--- config.mk ---
export PLATFORM = sky130hd
export DESIGN_NAME = flash_status_poller
export DESIGN_NICKNAME = d
export VERILOG_FILES = /design/src/verilog/flash_status_pkg.sv /design/src/verilog/flash_cycle_if.sv /design/src/verilog/flash_bus_cycle.sv /design/src/verilog/flash_status_poller.sv
export SDC_FILE = /design/constraint.sdc
export NUM_CORES = 1
export LEC_CHECK = 0
export BUFFER_PORTS_ARGS = -buffer_cell sky130_fd_sc_hd__buf_4
export CORE_AREA = 2 2 86 88
export DETAILED_ROUTE_END_ITERATION = 10
export DIE_AREA = 0 0 88 90
export PLACE_DENSITY = 0.56
export SYNTH_ARGS = -nofsm -noshare
export SYNTH_HDL_FRONTEND = slang
export SYNTH_SLANG_ARGS = --single-unit
export TNS_END_PERCENT = 30
--- constraint.sdc ---
create_clock -name mclk -period 4.44 [get_ports mclk]
set_input_delay 0 -clock mclk [delete_from_list [all_inputs] [get_ports mclk]]
set_output_delay 0 -clock mclk [all_outputs]
set_load 0.03 [all_outputs]
--- src/verilog/flash_status_pkg.sv ---
package flash_status_pkg;

   //==========================================================================
   // Data and command constants
   //==========================================================================
   localparam logic [7:0] CMD_RESET        = 8'hF0;
   localparam int         POLL_BIT         = 7;
   localparam int         TOGGLE_ONE_BIT   = 6;
   localparam int         TIMEOUT_BIT      = 5;
   localparam int         TOGGLE_TWO_BIT   = 2;

   //==========================================================================
   // Bus cycle timing
   //==========================================================================
   localparam int         CLK_PERIOD_NS    = 10;
   localparam int         ACCESS_NS        = 70;
   localparam int         ACCESS_CYC       =
      (ACCESS_NS + CLK_PERIOD_NS - 1) / CLK_PERIOD_NS;
   localparam int         WE_PULSE_NS      = 50;
   localparam int         WE_PULSE_CYC     =
      (WE_PULSE_NS + CLK_PERIOD_NS - 1) / CLK_PERIOD_NS;
   localparam int         GAP_NS           = 30;
   localparam int         GAP_CYC          =
      (GAP_NS + CLK_PERIOD_NS - 1) / CLK_PERIOD_NS;
   localparam int         CNT_W            = 4;

   //==========================================================================
   // Poll outcome codes and check methods
   //==========================================================================
   typedef enum logic [1:0] {
      RES_DONE    = 2'h0,
      RES_FAIL    = 2'h1,
      RES_ABORTED = 2'h2
   } result_t;

   typedef enum logic {
      METHOD_POLL_BIT,
      METHOD_TOGGLE
   } method_t;

endpackage : flash_status_pkg

--- src/verilog/flash_cycle_if.sv ---
`timescale 1ns/10ps
`default_nettype none
interface flash_cycle_if;
   logic       req;
   logic       wr;
   logic [7:0] wdata;
   logic       done;
   logic [7:0] rdata;

   modport master (output req, output wr, output wdata,
                   input done, input rdata);
   modport slave  (input req, input wr, input wdata,
                   output done, output rdata);
endinterface : flash_cycle_if
`default_nettype wire

--- src/verilog/flash_bus_cycle.sv ---
`timescale 1ns/10ps
`default_nettype none
module flash_bus_cycle (
   input  wire logic        mclk,
   input  wire logic        rstn,
   flash_cycle_if.slave     cyc,
   output logic             ce_n,
   output logic             oe_n,
   output logic             we_n,
   output logic [7:0]       dq_out,
   output logic             dq_oe,
   input  wire logic [7:0]  dq_in
);

   //==========================================================================
   // One asynchronous read or write cycle
   //==========================================================================
   typedef enum logic [1:0] {IDLE, STROBE, GAP} cyc_st_t;

   cyc_st_t                          st_r, st_nxt;
   logic [flash_status_pkg::CNT_W-1:0] cnt_r, cnt_nxt;
   logic                             wr_r, wr_nxt;
   logic [7:0]                       wd_r, wd_nxt;
   logic [7:0]                       rd_r, rd_nxt;
   logic                             done_r, done_nxt;

   always_comb begin
      st_nxt   = st_r;
      cnt_nxt  = cnt_r;
      wr_nxt   = wr_r;
      wd_nxt   = wd_r;
      rd_nxt   = rd_r;
      done_nxt = 1'b0;
      unique case (st_r)
         IDLE: begin
            if (cyc.req) begin
               st_nxt  = STROBE;
               wr_nxt  = cyc.wr;
               wd_nxt  = cyc.wdata;
               cnt_nxt = cyc.wr ?
                  flash_status_pkg::CNT_W'(flash_status_pkg::WE_PULSE_CYC) :
                  flash_status_pkg::CNT_W'(flash_status_pkg::ACCESS_CYC);
            end
         end
         STROBE: begin
            if (cnt_r == 1) begin
               // Data sampled at end of access, before strobe release
               rd_nxt  = dq_in;
               st_nxt  = GAP;
               cnt_nxt = flash_status_pkg::CNT_W'(flash_status_pkg::GAP_CYC);
            end else begin
               cnt_nxt = cnt_r - 1'b1;
            end
         end
         GAP: begin
            if (cnt_r == 1) begin
               st_nxt   = IDLE;
               done_nxt = 1'b1;
            end else begin
               cnt_nxt = cnt_r - 1'b1;
            end
         end
      endcase
   end

   always_ff @(posedge mclk or negedge rstn) begin
      if (!rstn) begin
         st_r   <= IDLE;
         cnt_r  <= '0;
         wr_r   <= 1'b0;
         wd_r   <= 8'h00;
         rd_r   <= 8'h00;
         done_r <= 1'b0;
      end else begin
         st_r   <= st_nxt;
         cnt_r  <= cnt_nxt;
         wr_r   <= wr_nxt;
         wd_r   <= wd_nxt;
         rd_r   <= rd_nxt;
         done_r <= done_nxt;
      end
   end

   // Each cycle is framed by chip select so toggle bits advance per read
   assign ce_n      = !(st_r == STROBE);
   assign oe_n      = !(st_r == STROBE && !wr_r);
   assign we_n      = !(st_r == STROBE && wr_r);
   assign dq_oe     = (st_r != IDLE) && wr_r;
   assign dq_out    = wd_r;
   assign cyc.done  = done_r;
   assign cyc.rdata = rd_r;

endmodule : flash_bus_cycle
`default_nettype wire

--- src/verilog/flash_status_poller.sv ---
`timescale 1ns/10ps
`default_nettype none
module flash_status_poller (
   input  wire logic        mclk,
   input  wire logic        rstn,
   input  wire logic        start,
   input  wire logic        method_toggle,
   input  wire logic [7:0]  expect_data,
   input  wire logic        abort,
   output logic             busy,
   output logic             done,
   output logic [1:0]       result,
   output logic [7:0]       final_data,
   output logic             device_busy,
   output logic             ce_n,
   output logic             oe_n,
   output logic             we_n,
   output logic [7:0]       dq_out,
   output logic             dq_oe,
   input  wire logic [7:0]  dq_in,
   input  wire logic        ready_busy_n_pin
);

   //==========================================================================
   // Ready/busy pin synchroniser
   //==========================================================================
   logic [2:0] rb_sync_r;
   logic       rb_level_r;

   always_ff @(posedge mclk or negedge rstn) begin
      if (!rstn) begin
         rb_sync_r  <= 3'h7;
         rb_level_r <= 1'b1;
      end else begin
         rb_sync_r <= {rb_sync_r[1:0], ready_busy_n_pin};
         if (rb_sync_r[1] == rb_sync_r[2])
            rb_level_r <= rb_sync_r[2];
      end
   end

   assign device_busy = !rb_level_r;

   //==========================================================================
   // Bus cycle engine
   //==========================================================================
   flash_cycle_if cyc ();

   flash_bus_cycle u_cycle (
      .mclk   (mclk),
      .rstn   (rstn),
      .cyc    (cyc.slave),
      .ce_n   (ce_n),
      .oe_n   (oe_n),
      .we_n   (we_n),
      .dq_out (dq_out),
      .dq_oe  (dq_oe),
      .dq_in  (dq_in)
   );

   //==========================================================================
   // Polling sequencer
   //==========================================================================
   typedef enum logic [2:0] {
      S_IDLE, S_READ1, S_READ2, S_RECHECK, S_FINAL, S_RESET, S_END
   } poll_st_t;

   poll_st_t   st_r, st_nxt;
   logic       meth_r, meth_nxt;
   logic [7:0] exp_r, exp_nxt;
   logic [7:0] prev_r, prev_nxt;
   logic [1:0] res_r, res_nxt;
   logic [7:0] fdata_r, fdata_nxt;
   logic       done_r, done_nxt;
   logic       issued_r, issued_nxt;

   function automatic logic toggled(input logic [7:0] a, input logic [7:0] b);
      return a[flash_status_pkg::TOGGLE_ONE_BIT] !=
             b[flash_status_pkg::TOGGLE_ONE_BIT];
   endfunction

   function automatic logic poll_true(input logic [7:0] d, input logic [7:0] e);
      return d[flash_status_pkg::POLL_BIT] == e[flash_status_pkg::POLL_BIT];
   endfunction

   always_comb begin
      st_nxt     = st_r;
      meth_nxt   = meth_r;
      exp_nxt    = exp_r;
      prev_nxt   = prev_r;
      res_nxt    = res_r;
      fdata_nxt  = fdata_r;
      done_nxt   = 1'b0;
      issued_nxt = issued_r;
      cyc.req    = 1'b0;
      cyc.wr     = 1'b0;
      cyc.wdata  = 8'h00;
      if (st_r != S_IDLE && st_r != S_END && !issued_r) begin
         cyc.req    = 1'b1;
         cyc.wr     = (st_r == S_RESET);
         cyc.wdata  = flash_status_pkg::CMD_RESET;
         issued_nxt = 1'b1;
      end
      if (cyc.done)
         issued_nxt = 1'b0;
      unique case (st_r)
         S_IDLE: begin
            if (start) begin
               meth_nxt = method_toggle;
               exp_nxt  = expect_data;
               st_nxt   = S_READ1;
            end
         end
         S_READ1: begin
            if (abort) begin
               res_nxt = flash_status_pkg::RES_ABORTED;
               st_nxt  = S_END;
            end else if (cyc.done) begin
               prev_nxt = cyc.rdata;
               if (meth_r == flash_status_pkg::METHOD_POLL_BIT) begin
                  if (poll_true(cyc.rdata, exp_r))
                     st_nxt = S_FINAL;
                  else if (cyc.rdata[flash_status_pkg::TIMEOUT_BIT])
                     st_nxt = S_RECHECK;
               end else begin
                  st_nxt = S_READ2;
               end
            end
         end
         S_READ2: begin
            if (cyc.done) begin
               if (!toggled(prev_r, cyc.rdata))
                  st_nxt = S_FINAL;
               else if (cyc.rdata[flash_status_pkg::TIMEOUT_BIT]) begin
                  prev_nxt = cyc.rdata;
                  st_nxt   = S_RECHECK;
               end else begin
                  prev_nxt = cyc.rdata;
               end
            end
         end
         S_RECHECK: begin
            if (cyc.done) begin
               if (meth_r == flash_status_pkg::METHOD_POLL_BIT ?
                   poll_true(cyc.rdata, exp_r) :
                   !toggled(prev_r, cyc.rdata))
                  st_nxt = S_FINAL;
               else begin
                  res_nxt = flash_status_pkg::RES_FAIL;
                  st_nxt  = S_RESET;
               end
            end
         end
         S_FINAL: begin
            if (cyc.done) begin
               fdata_nxt = cyc.rdata;
               res_nxt   = flash_status_pkg::RES_DONE;
               st_nxt    = S_END;
            end
         end
         S_RESET: begin
            if (cyc.done)
               st_nxt = S_END;
         end
         S_END: begin
            done_nxt = 1'b1;
            st_nxt   = S_IDLE;
         end
         default: st_nxt = S_IDLE;
      endcase
   end

   always_ff @(posedge mclk or negedge rstn) begin
      if (!rstn) begin
         st_r     <= S_IDLE;
         meth_r   <= 1'b0;
         exp_r    <= 8'h00;
         prev_r   <= 8'h00;
         res_r    <= 2'h0;
         fdata_r  <= 8'h00;
         done_r   <= 1'b0;
         issued_r <= 1'b0;
      end else begin
         st_r     <= st_nxt;
         meth_r   <= meth_nxt;
         exp_r    <= exp_nxt;
         prev_r   <= prev_nxt;
         res_r    <= res_nxt;
         fdata_r  <= fdata_nxt;
         done_r   <= done_nxt;
         issued_r <= issued_nxt;
      end
   end

   assign busy       = (st_r != S_IDLE);
   assign done       = done_r;
   assign result     = res_r;
   assign final_data = fdata_r;
endmodule : flash_status_poller
`default_nettype wire
After elaboration in Yosys (flattened, before gate mapping)
Cells that the tools add are included.

Reduce and logical (&&, ||, !) cells: 29. Equality and inequality tests: 28. Muxes and demuxes: 40. $add $sub $neg: 1.

Operators by type and width (number): 2-to-1 mux 3 bit (10); 2-to-1 mux 7 bit (4); 2-to-1 mux 2 bit (8); one-hot mux 3 bit (5 select lines) (1); AND reduction 5 bit (3); != test 2 x 1 -> 1 bit, second input constant (7); != test 2 bit, second input constant (7); one-hot mux 7 bit (2 select lines) (1); 2-to-1 mux 4 bit (3); one-hot mux 2 bit (3 select lines) (2); one-hot mux 4 bit (3 select lines) (1); AND reduction 2 bit (5); == test 3 bit, second input constant (3); 2-to-1 mux 1 bit (9); 2-to-1 mux 8 bit (1); logical NOT 1 bit (7); == test 3 x 2 -> 1 bit, second input constant (2); nonzero test 2 bit (3); nonzero test 3 bit (2); logical AND 1 bit (5); == test 4 x 1 -> 1 bit, second input constant (1); subtractor 4 x 1 -> 4 bit, second input constant (1); == test 3 x 1 -> 1 bit, second input constant (1); logical NOT 3 bit (1); 9 further kinds (10).

Register bits: 59. Logic and storage cells: 114. Input port bits: 22. Output and inout port bits: 25.

Longest topological paths before layout
Gate-level depths: netlist of run 1.

Word-level depth: 7. Mapped depth: 7. Mapped depth without buffers: 6.

Cells and area by module
A second synthesis of run 1 with hierarchy kept.

Cells, all modules: 193. Area, all modules: 2139.6 um^2.

Modules (own cells, without submodules): flash_bus_cycle (area each 1081.0 um^2, cells an instance 85, sequential area each 600.6 um^2, times used 1); flash_status_poller (area each 1058.5 um^2, cells an instance 108, sequential area each 555.5 um^2, times used 1).

Worst setup path after synthesis of run 1
No wires, ideal clock.

Path kind: register to register. From: register u_cycle.cnt_r[1] (netlist name). To: register u_cycle.cnt_r[3] (netlist name). Data arrival time: 1533 ps. Period minus slack after synthesis: 1657 ps. Stages on the path, launching flop included: 8. Path slack: 2783 ps. Data required time: 4316 ps. Path buffers: 1. Setup time: 124 ps. Path through: dfrtp_1 inv_1 ha_1 or3b_1 buf_6 a21oi_4 nor4b_1 a211o_1.

Longest elaborated chain between the ends: 3. Elaborated cells between the ends (all ways): 7. Those cells by class: add/sub (1); eq/ne (2); mux (3); reduce/logical (1).

Ends and longest elaborated chain: start: declaration (line flash_bus_cycle.sv:21) `logic [flash_status_pkg::CNT_W-1:0] cnt_r, cnt_nxt;`; start signal: assignment (line flash_bus_cycle.sv:76) `cnt_r <= cnt_nxt;`; subtractor 4 x 1 -> 4 bit / == test 4 x 1 -> 1 bit (equally long branches); 2-to-1 mux 4 bit (tied with other cells) (line flash_bus_cycle.sv:56) `if (cnt_r == 1) begin`; one-hot mux 4 bit (3 select lines) / AND reduction 2 bit (equally long branches).

Several ways; a longest one is shown, not always the timed one. The select of a mux whose other input is x is not followed. A chain may end at the register's enable or synchronous reset.

Worst setup path after layout of run 1
From: register st_r[2]. To: register u_cycle.cnt_r[1] (netlist name).

Longest elaborated chain between the ends: 7. Elaborated cells between the ends (all ways): 12. Those cells by class: eq/ne (3); mux (5); reduce/logical (4).

Ends and longest elaborated chain: start: declaration (line flash_status_poller.sv:67) `poll_st_t st_r, st_nxt;`; start signal: assignment (line flash_status_poller.sv:183) `st_r <= st_nxt;`; != test 3 bit / nonzero test 3 bit (equally long branches) (line flash_status_poller.sv:97) `if (st_r != S_IDLE && st_r != S_END && !issued_r) begin`; logical AND 1 bit (2 in series) (line flash_status_poller.sv:97); 2-to-1 mux 1 bit (line flash_status_poller.sv:97); 2-to-1 mux 2 bit (line flash_bus_cycle.sv:40) `cnt_nxt = cyc.wr ?`; 2-to-1 mux 4 bit (line flash_bus_cycle.sv:36) `if (cyc.req) begin`; one-hot mux 4 bit (3 select lines) (line flash_bus_cycle.sv:34) `unique case (st_r)`.

Several ways; a longest one is shown, not always the timed one. The select of a mux whose other input is x is not followed.

==> results.py, run 1 <==
metrics = {
    "status": {
        "status": "completed",
    },
    "clock_network": {
        "postCtsSetupBuffers": 0,
        "cts_hold_buffers": 12,
        "cts_buffers": 5,
        "clockBufferDepth": 2,
        "cts.htree.levels": 2,
        "clk_pin_slew_ns": 0.08,
        "cts_tree": "yes",
        "cts_root_buf": "clkbuf_8",
        "cts_resized": 0,
        "clock_latency_ns": 0.29,
        "cts_sinks": 39,
    },
    "synth": {
        "synth_edf_count": 0,
        "synth_warnings": 0,
        "synth.distinct_cells": 56,
        "avgSynthCellArea_sq_um": 11.3,
        "async_flop_share_pct": 100,
        "synthFlopType": "dfrtp_1",
        "yosysSeqAreaShare_pct": 48.6,
        "ys_seq_elements": 39,
        "syn_area_sq_um": 2020,
        "synthCells": 179,
    },
    "placement": {
        "io_buffers": 35,
        "globalplace.congestion": 0.764,
        "dp_hpwl_microns": 2770,
    },
    "grt": {
        "use_met3_pct": 3.12,
        "grt_pass1_wl_microns": 7240,
        "grtUsageMet2_pct": 17.4,
        "busiest_layer": "met2",
        "first_global_vias": 1446,
        "use_met1_pct": 15.8,
        "grt_max_degree": 40,
        "overflow": 0,
        "antenna_found_initial": 0,
        "grt_use_total_pct": 11.4,
    },
    "sta": {
        "final_hold_viol_count": 0,
        "min_period_ns": 1.85,
        "rsz0062_at_grt": "false",
        "fmax_ghz": 0.541,
        "fin_crit_sh_pct": 41.6,
        "setup_tns_ns": 0,
        "slew_viol_final": 0,
        "setup_violations": 0,
        "relSlewSlack_pct": 60.1,
        "worst_pin_slew_ns": 0.598,
        "fin_skew_ns": 0.00735,
    },
    "setup_path": {
        "cpMaxStageDelayCell": "dfrtp_1",
        "critical_path_class": "register to register",
        "cp.arrival_ns": 2.03,
        "critPathBufInv": 0,
        "cp_top_family": "flip-flops",
        "crit_path_end_kind": "register",
        "path_cells": "xor2_1 > o21bai_2 > a21oi_2 > mux2_1",
        "cp-start-kind": "register",
        "crit_required_ns": 4.62,
        "r2r_cells": 4,
        "cp_slowest_stage_delay_ns": 0.63,
        "crit_cells": 4,
        "cp_max_fo": 13,
    },
    "finish": {
        "layout_common_cells": "buf_4 (36), dfrtp_1 (35), mux2_2 (19), dlygate4sd3_1 (12), nor2_1 (11)",
        "drive_above_1_share_pct": 34.4,
        "fillCellCount": 711,
        "final_common_cell": "buf_4",
        "num_antenna_cells": 0,
        "nets": 250,
        "syn_to_final_growth_pct": 27.4,
        "finish.utilization_pct": 36.6,
    },
    "detailed_routing": {
        "drtPass1Iterations": 4,
        "drtIter0Drc": 82,
        "wl_per_cell_microns": 12.4,
        "wl_microns": 4010,
        "antenna_left": 0,
        "drc": 0,
        "via_count": 1449,
        "viasPerCell": 4.49,
    },
    "floorplan": {
        "fp-row-count": 31,
        "initial_core_util_pct": 28.8,
        "core_area_sq_um": 7020,
        "die-area_sq_um": 7920,
        "die_height_microns": 90,
        "dieWidth_microns": 88,
        "pin_count": 47,
    },
    "power": {
        "totalPowerFinal_mw": 1.72,
        "p_leak_nw": 1.17,
        "power_density_nw_per_um2": 667,
        "vdd_drop_max_mv": 0.211,
    },
    "min_path": {
        "min_path_cells": 3,
        "holdCritPathClass": "input port to register",
    },
    "job": {
        "cap_violations": 0,
    },
}
[kinds of logic after synthesis]
group	Yosys count	share of synthesized area, %
buffers and inverters	24	6.38
adder cells (fa/ha/maj)	6	3.59
multiplexers	22	12.1
AO/OA/AOI/OAI	32	12.6
flip-flops	39	48.6
XOR/XNOR	3	1.30
AND/OR/NAND/NOR	52	15.2
other	1	0.186
[sequential cells by signal, summed over array words and instances, names as in the netlist]
name / count
final_data: 8
u_cycle.cyc.rdata: 8
u_cycle.cnt_r: 4
rb_sync_r: 3
st_r: 3
result: 2
u_cycle.st_r: 2
done: 1
exp_r: 1
issued_r: 1
meth_r: 1
prev_r: 1
rb_level_r: 1
u_cycle.cyc.done: 1
u_cycle.dq_out: 1
u_cycle.wr_r: 1
[synthesized netlist by cell type (all sizes together), types with 2 or more instances]
cell type / instances / area, sq um
dfstp: 4 / 105
o32ai: 2 / 17.5
ha: 5 / 62.6
nand2b: 4 / 32.5
nor2b: 5 / 31.3
nor3: 3 / 15.0
nand2: 10 / 37.5
nor2: 12 / 52.6
mux2i: 2 / 20.0
nor3b: 5 / 48.8
or2: 2 / 12.5
o21ai: 5 / 25.0
xor2: 3 / 26.3
o21bai: 2 / 18.8
nand3b: 3 / 22.5
mux2: 20 / 225
nand3: 3 / 15.0
dfrtp: 35 / 876
inv: 10 / 37.5
clkbuf: 2 / 7.51
buf: 12 / 83.8
a21oi: 6 / 45.1
[worst min-delay path: cells and delay by family]
| family | cells | cell delay [ns] |
|---|---|---|
| compound gates | 1 | 0.07 |
| simple gates | 1 | 0.08 |
| buf+inv | 1 | 0.13 |
[layout make-up]
cell class              instances  area (sq um)  area share, %
repair buffers                 48           390           15.2
well taps                      99           124           4.82
inverters                      10          37.5           1.46
multi-input cells             119           927           36.0
flip-flops and latches         39           981           38.1
clock inverters                 3          43.8           1.70
clock buffers                   5          68.8           2.68
[routing by layer]
metal / part of all wire [%] / up-vias
met2: 46 / 34
met5: 0 / -
met1: 48 / 700
li1: - / 709
met3: 4.6 / 6
met4: 1.3 / 0
[power breakdown]
group          switching, mW  total [mW]  internal [mW]  leakage, nW
clock                  0.131       0.298          0.167       0.0581
sequential             0.131       0.608          0.476        0.479
combinational          0.437       0.810          0.372        0.630
total                  0.699        1.72           1.02         1.17
[stage by stage]
step / instances / area [sq um] / worst slack [ns] / hold slack, ns
floorplan: 182 / 2030 / 2.78 / -0.296
global placement: 303 / 2340 / 2.60 / 0.00902
detailed placement: 303 / 2340 / 2.59 / 0.00745
CTS: 323 / 2570 / 2.57 / 0.0314
global route: 323 / 2570 / 2.42 / 0.0437
finish: 323 / 2570 / 2.59 / 0.0419
[path summary, 6_finish.rpt]
check | start | to | slack (ns)
worst max-delay path | st_r[2] | u_cycle.cnt_r[1] | 2.59
worst min-delay path | abort | result[1] | 0.04
worst max register to register | st_r[2] | u_cycle.cnt_r[1] | 2.59
worst min register to register | rb_sync_r[0] | rb_sync_r[1] | 0.36
max in group asynchronous | rstn | rb_sync_r[0] | 3.86
min in group asynchronous | rstn | done | 0.22
(Power assumes the default switching activity.)
==> inputs of run 2 (changes only) <==
--- a/config.mk
+++ b/config.mk
@@ -9,7 +9,7 @@
 export CORE_AREA = 2 2 86 88
 export DETAILED_ROUTE_END_ITERATION = 10
 export DIE_AREA = 0 0 88 90
-export PLACE_DENSITY = 0.56
+export PLACE_DENSITY = 0.58
 export SYNTH_ARGS = -nofsm -noshare
 export SYNTH_HDL_FRONTEND = slang
 export SYNTH_SLANG_ARGS = --single-unit
==> constraint.sdc (replaced) <==
create_clock -name mclk -period 1.7 [get_ports mclk]
set_input_delay 0 -clock mclk [delete_from_list [all_inputs] [get_ports mclk]]
set_output_delay 0 -clock mclk [all_outputs]
set_load 0.03 [all_outputs]
==> run 2 against run 1 <==
Combinational power increased to 3.2 times the previous value. Register-to-register slack got worse by 2.6 ns. Worst hold slack got worse by 0.016 ns. Die area unchanged. Critical path depth increased by 2. Design area increased by 7.9%. Clock skew about the same. Via count increased by 5.7%. Sequential power increased by 150%. Fmax increased by 11%. Clock power increased to 2.7 times the previous value. Sequential share of layout area decreased by 2.8 points. Critical path type unchanged. Highest routed layer unchanged.
==> results.py, run 2 (synthesized netlist as in run 1, its figures left out) <==
metrics = {
    "setup_path": {
        "endpoint": "u_cycle.cnt_r[3]",
        "crit_start": "u_cycle.cnt_r[1]",
        "path_cells": "inv_2 > ha_4 > or3b_4 > a21oi_4 > nor4b_2 > a211o_1",
        "crit_cells": 6,
        "r2r_start": "u_cycle.cnt_r[1]",
        "regToRegSetupSlack_ns": 0.04,
        "cp_top_family": "simple AND/OR/NAND/NOR gates",
        "reg2reg_to": "u_cycle.cnt_r[3]",
        "cp.arrival_ns": 1.83,
        "cp-start-kind": "register",
        "crit_required_ns": 1.87,
        "crit_path_end_kind": "register",
        "r2r_cells": 6,
        "cp_max_fo": 6,
        "critPathBufInv": 1,
        "cp_slowest_stage_delay_ns": 0.43,
        "cpMaxStageDelayCell": "or3b_4",
        "critical_path_class": "register to register",
    },
    "sta": {
        "setup_ws_ns": 0.0396,
        "setup_violations": 0,
        "slew_viol_final": 0,
        "min_period_ns": 1.66,
        "fin_crit_sh_pct": 97.7,
        "final_hold_viol_count": 0,
        "rsz0062_at_grt": "true",
        "fin_skew_ns": 0.00733,
        "fmax_ghz": 0.602,
    },
    "finish": {
        "finish.utilization_pct": 39.5,
        "nets": 268,
        "syn_to_final_growth_pct": 37.5,
        "num_antenna_cells": 0,
        "fillCellCount": 692,
        "multi_input_area_sq_um": 978,
        "layout_common_cells": "buf_4 (53), dfrtp_1 (35), mux2_2 (19), dlygate4sd3_1 (12), nor2_1 (11)",
        "seqCellArea_sq_um": 981,
        "drive_above_1_share_pct": 42.6,
        "final_common_cell": "buf_4",
    },
    "floorplan": {
        "pin_count": 47,
        "initial_core_util_pct": 28.8,
        "die_height_microns": 90,
        "fp-row-count": 31,
        "core_area_sq_um": 7020,
        "dieWidth_microns": 88,
        "die-area_sq_um": 7920,
    },
    "detailed_routing": {
        "drtPass1Iterations": 4,
        "via_count": 1532,
        "drc": 0,
        "wl_per_cell_microns": 12.4,
        "viasPerCell": 4.49,
        "drtIter0Drc": 75,
        "antenna_left": 0,
        "wl_microns": 4220,
    },
    "placement": {
        "io_buffers": 35,
        "dp_hpwl_microns": 3070,
        "detailedPlace.worstSlack_ns": -0.0972,
        "globalplace.congestion": 0.816,
    },
    "power": {
        "power_density_nw_per_um2": 1760,
        "vdd_drop_max_mv": 0.568,
        "p_leak_nw": 1.27,
    },
    "grt": {
        "use_met1_pct": 15.1,
        "busiest_layer": "met2",
        "overflow": 0,
        "grt_pass1_wl_microns": 6960,
        "antenna_found_initial": 0,
        "use_met3_pct": 2.57,
        "grt_max_degree": 40,
        "first_global_vias": 1461,
        "grtUsageMet2_pct": 17.1,
        "grt_use_total_pct": 11.2,
    },
    "clock_network": {
        "cts.htree.levels": 2,
        "cts_sinks": 39,
        "clock_latency_ns": 0.29,
        "cts_tree": "yes",
        "clockBufferDepth": 2,
        "cts_root_buf": "clkbuf_8",
        "clk_pin_slew_ns": 0.08,
        "cts_buffers": 5,
    },
    "status": {
        "status": "completed",
    },
    "job": {
        "cap_violations": 0,
    },
    "min_path": {
        "holdCritPathClass": "input port to register",
    },
}
[run 2: stage by stage]
stage	instance area [sq um]	std cells	hold WS (ns)	power (mW)	setup TNS, ns
after floorplan	2030	182	-0.296	3.19	0
after global placement	2480	320	0.0131	3.94	-0.0964
after detailed placement	2480	320	0.0115	3.97	-0.372
after CTS	2730	340	0.0210	4.85	0
after global routing	2780	341	0.0369	5.24	-0.0592
final	2780	341	0.0264	4.88	0
[run 2: how the worst min path moves through the flow]
stage	startpoint	endpoint	slack [ns]	depth (start not counted)
floorplan	rstn	done	-0.30	0
global placement	rstn	done	0.01	1
detailed placement	rstn	done	0.01	1
CTS	abort	result[1]	0.02	3
global route	abort	result[1]	0.04	3
finish	abort	result[1]	0.03	3
[run 2: area by class of cell]
class | instances | area share, %
clock buffer | 6 | 2.97
clock inverter | 2 | 1.26
inverter | 10 | 1.35
multi-input combinational | 119 | 35.2
sequential | 39 | 35.3
tap | 99 | 4.46
timing repair buffer | 66 | 19.4
[run 2: metal layers]
layer / up-vias / routed length, microns
met5: - / 0
met4: 0 / 68
met3: 8 / 192
met2: 44 / 1970
met1: 741 / 1990
li1: 739 / -
[run 2: repair_timing]
action / in CTS / in global routing
hold buffers: 12 / 0
pin swaps: 1 / 3
hold endpoints to repair: 46 / 0
setup buffers: 0 / 1
resized for setup: 2 / 8
endpoints found under the setup margin: 13 / 14
[run 2: worst register-to-register path, stage by stage, from the launching register on]
cell,delay (ns)
dfrtp_1,0.39
inv_2,0.08
ha_4,0.12
or3b_4,0.43
a21oi_4,0.19
nor4b_2,0.07
a211o_1,0.26
[run 2: where the power goes]
group          leakage [nW]  total (mW)  switching (mW)  internal (mW)
Combinational         0.727        2.58            1.35           1.23
Clock                0.0612       0.805           0.330          0.475
Sequential            0.479        1.50           0.256           1.25
==> inputs of run 3 (changes only) <==
--- a/config.mk
+++ b/config.mk
@@ -9,6 +9,7 @@
 export CORE_AREA = 2 2 86 88
 export DETAILED_ROUTE_END_ITERATION = 10
 export DIE_AREA = 0 0 88 90
+export GPL_TIMING_DRIVEN = 0
 export PLACE_DENSITY = 0.58
 export SYNTH_ARGS = -nofsm -noshare
 export SYNTH_HDL_FRONTEND = slang
==> run 3 against run 2 <==
First-iteration DRC count down 40%. Flip-flop and latch count unchanged. Via count up 0.72%. Worst hold slack about the same. Fmax down 2.7%. Sequential power about the same. Total power up 1.7%. Setup slack worse by 0.047 ns. Register-to-register slack worse by 0.05 ns. The run now ends with setup timing left. Count of clock-buffer cells in the layout unchanged.
==> results.py, run 3 (synthesized netlist as in run 1, its figures left out) <==
metrics = {
    "floorplan": {
        "die-area_sq_um": 7920,
        "fp-row-count": 31,
        "dieWidth_microns": 88,
        "die_height_microns": 90,
        "pin_count": 47,
        "core_area_sq_um": 7020,
        "initial_core_util_pct": 28.8,
    },
    "detailed_routing": {
        "antenna_left": 0,
        "wl_per_cell_microns": 12.3,
        "viasPerCell": 4.45,
        "via_count": 1543,
        "wl_microns": 4260,
        "drc": 0,
        "drtIter0Drc": 45,
        "drtPass1Iterations": 4,
    },
    "placement": {
        "dp_hpwl_microns": 2820,
        "io_buffers": 35,
        "dp_cells": 316,
        "globalplace.congestion": 0.759,
    },
    "finish": {
        "nets": 274,
        "fin_cells": 347,
        "syn_to_final_growth_pct": 39.8,
        "num_antenna_cells": 0,
        "drive_above_1_share_pct": 44.4,
        "fillCellCount": 691,
        "final_common_cell": "buf_4",
        "multi_input_area_sq_um": 1000,
        "seqCellArea_sq_um": 982,
        "layout_common_cells": "buf_4 (54), dfrtp_1 (34), mux2_2 (19), dlygate4sd3_1 (12), nor2_1 (11)",
    },
    "power": {
        "seqPwrFrac_pct": 30.4,
        "p_int_mw": 3.00,
        "p_sw_mw": 1.97,
        "power_density_nw_per_um2": 1760,
        "vdd_drop_max_mv": 0.639,
        "clkPwrFrac_pct": 15.5,
        "p_leak_nw": 1.29,
        "switching_share_pct": 39.7,
        "combPwrFrac_pct": 54.1,
        "totalPowerFinal_mw": 4.97,
    },
    "sta": {
        "final_hold_viol_count": 0,
        "fin_crit_sh_pct": 100,
        "worst_pin_slew_ns": 0.504,
        "fmax_ghz": 0.586,
        "slew_viol_final": 0,
        "fin_skew_ns": 0.00858,
        "relSlewSlack_pct": 66.4,
        "setup_ws_ns": -0.00719,
        "rsz0062_at_grt": "true",
        "setup_tns_ns": -0.00719,
        "min_period_ns": 1.71,
        "setup_violations": 1,
    },
    "setup_path": {
        "cp-start-kind": "register",
        "cp_max_fo": 5,
        "crit_path_end_kind": "register",
        "crit_required_ns": 1.88,
        "cp.arrival_ns": 1.89,
        "critical_path_class": "register to register",
    },
    "grt": {
        "grt_max_degree": 40,
        "grt_use_total_pct": 11.0,
        "antenna_found_initial": 0,
        "first_global_vias": 1442,
        "overflow": 0,
        "grt_pass1_wl_microns": 6850,
    },
    "status": {
        "status": "finished, violations left",
        "violations": "setup timing",
    },
    "clock_network": {
        "clock_latency_ns": 0.30,
        "clockBufferDepth": 2,
        "cts_buffers": 5,
        "cts_tree": "yes",
        "cts.htree.levels": 2,
        "cts_sinks": 39,
        "clk_pin_slew_ns": 0.08,
        "cts_root_buf": "clkbuf_8",
    },
    "min_path": {
        "holdCritPathClass": "input port to register",
    },
    "job": {
        "cap_violations": 0,
    },
}
==> run 3: cell types whose count changed in the layout (fill, tap and decap cells not counted), sizes merged <==
cell,delta
buf,+5
clkinvlp,+1
clkinv,-1
clkbuf,+1
==> run 3: path summary, 6_finish.rpt <==
path | cells after the start | from | to | slack [ns]
hold / removal | 3 | abort | result[1] | 0.03
setup reg to reg | 7 | u_cycle.cnt_r[1] | u_cycle.cnt_r[2] | -0.007
setup / recovery | 7 | u_cycle.cnt_r[1] | u_cycle.cnt_r[2] | -0.007
min in group asynchronous | 2 | rstn | done | 0.22
max in group asynchronous | 2 | rstn | rb_sync_r[0] | 1.10
hold reg to reg | 0 | rb_sync_r[0] | rb_sync_r[1] | 0.36
==> run 3: repair_timing <==
item / CTS / global route
gates resized for setup: 3 / 15
endpoints found under the hold margin: 46 / 0
cloned: 0 / 1
setup endpoints to repair: 18 / 15
setup buffers: 2 / 10
pin swaps: 2 / 3
hold buffers: 12 / 0
==> run 3: power groups by stage <==
stage                     Sequential, mW  Combinational, mW  Clock [mW]
after global routing                1.57               2.90       0.833
after detailed placement            1.50               2.32           0
final                               1.51               2.69       0.771
after CTS                           1.49               2.40       0.798
after floorplan                     1.56               1.63           0
after global placement              1.49               2.30           0
==> run 3: cell type report <==
type	count	share of cell area [%]
Clock buffer	6	2.57
Multi-Input combinational cell	119	35.4
Clock inverter	2	1.33
Buffer	12	2.79
Sequential cell	39	34.8
Tap cell	99	4.39
Inverter	10	1.33
Timing Repair Buffer	60	17.4
==> run 3: metal layers <==
layer  share of wire, %  global-route usage [%]  wire [microns]
met5                  0                       0               0
met4                2.2                    5.38              93
met3                5.3                    2.66             227
met2                 45                    16.7            1940
met1                 47                    14.3            2000
==> run 3: stage by stage <==
step	worst slack [ns]	hold slack (ns)	utilization (%)	area [sq um]
after floorplan	0.0429	-0.296	-	2030
after global placement	-0.159	0.00613	34.4	2420
after detailed placement	-0.170	0.0104	34.4	2420
after CTS	-0.0407	0.0117	38.3	2690
after global routing	-0.0578	0.0149	40.2	2820
final	-0.00719	0.0266	40.2	2820
==> run 3: critical path: stages (launching register included) <==
cell and delay (ns):
dfrtp_1 0.41, inv_2 0.08, ha_4 0.12, or3b_4 0.43, buf_4 0.17, nor2_1 0.08
o2bb2ai_1 0.08, a22o_1 0.23
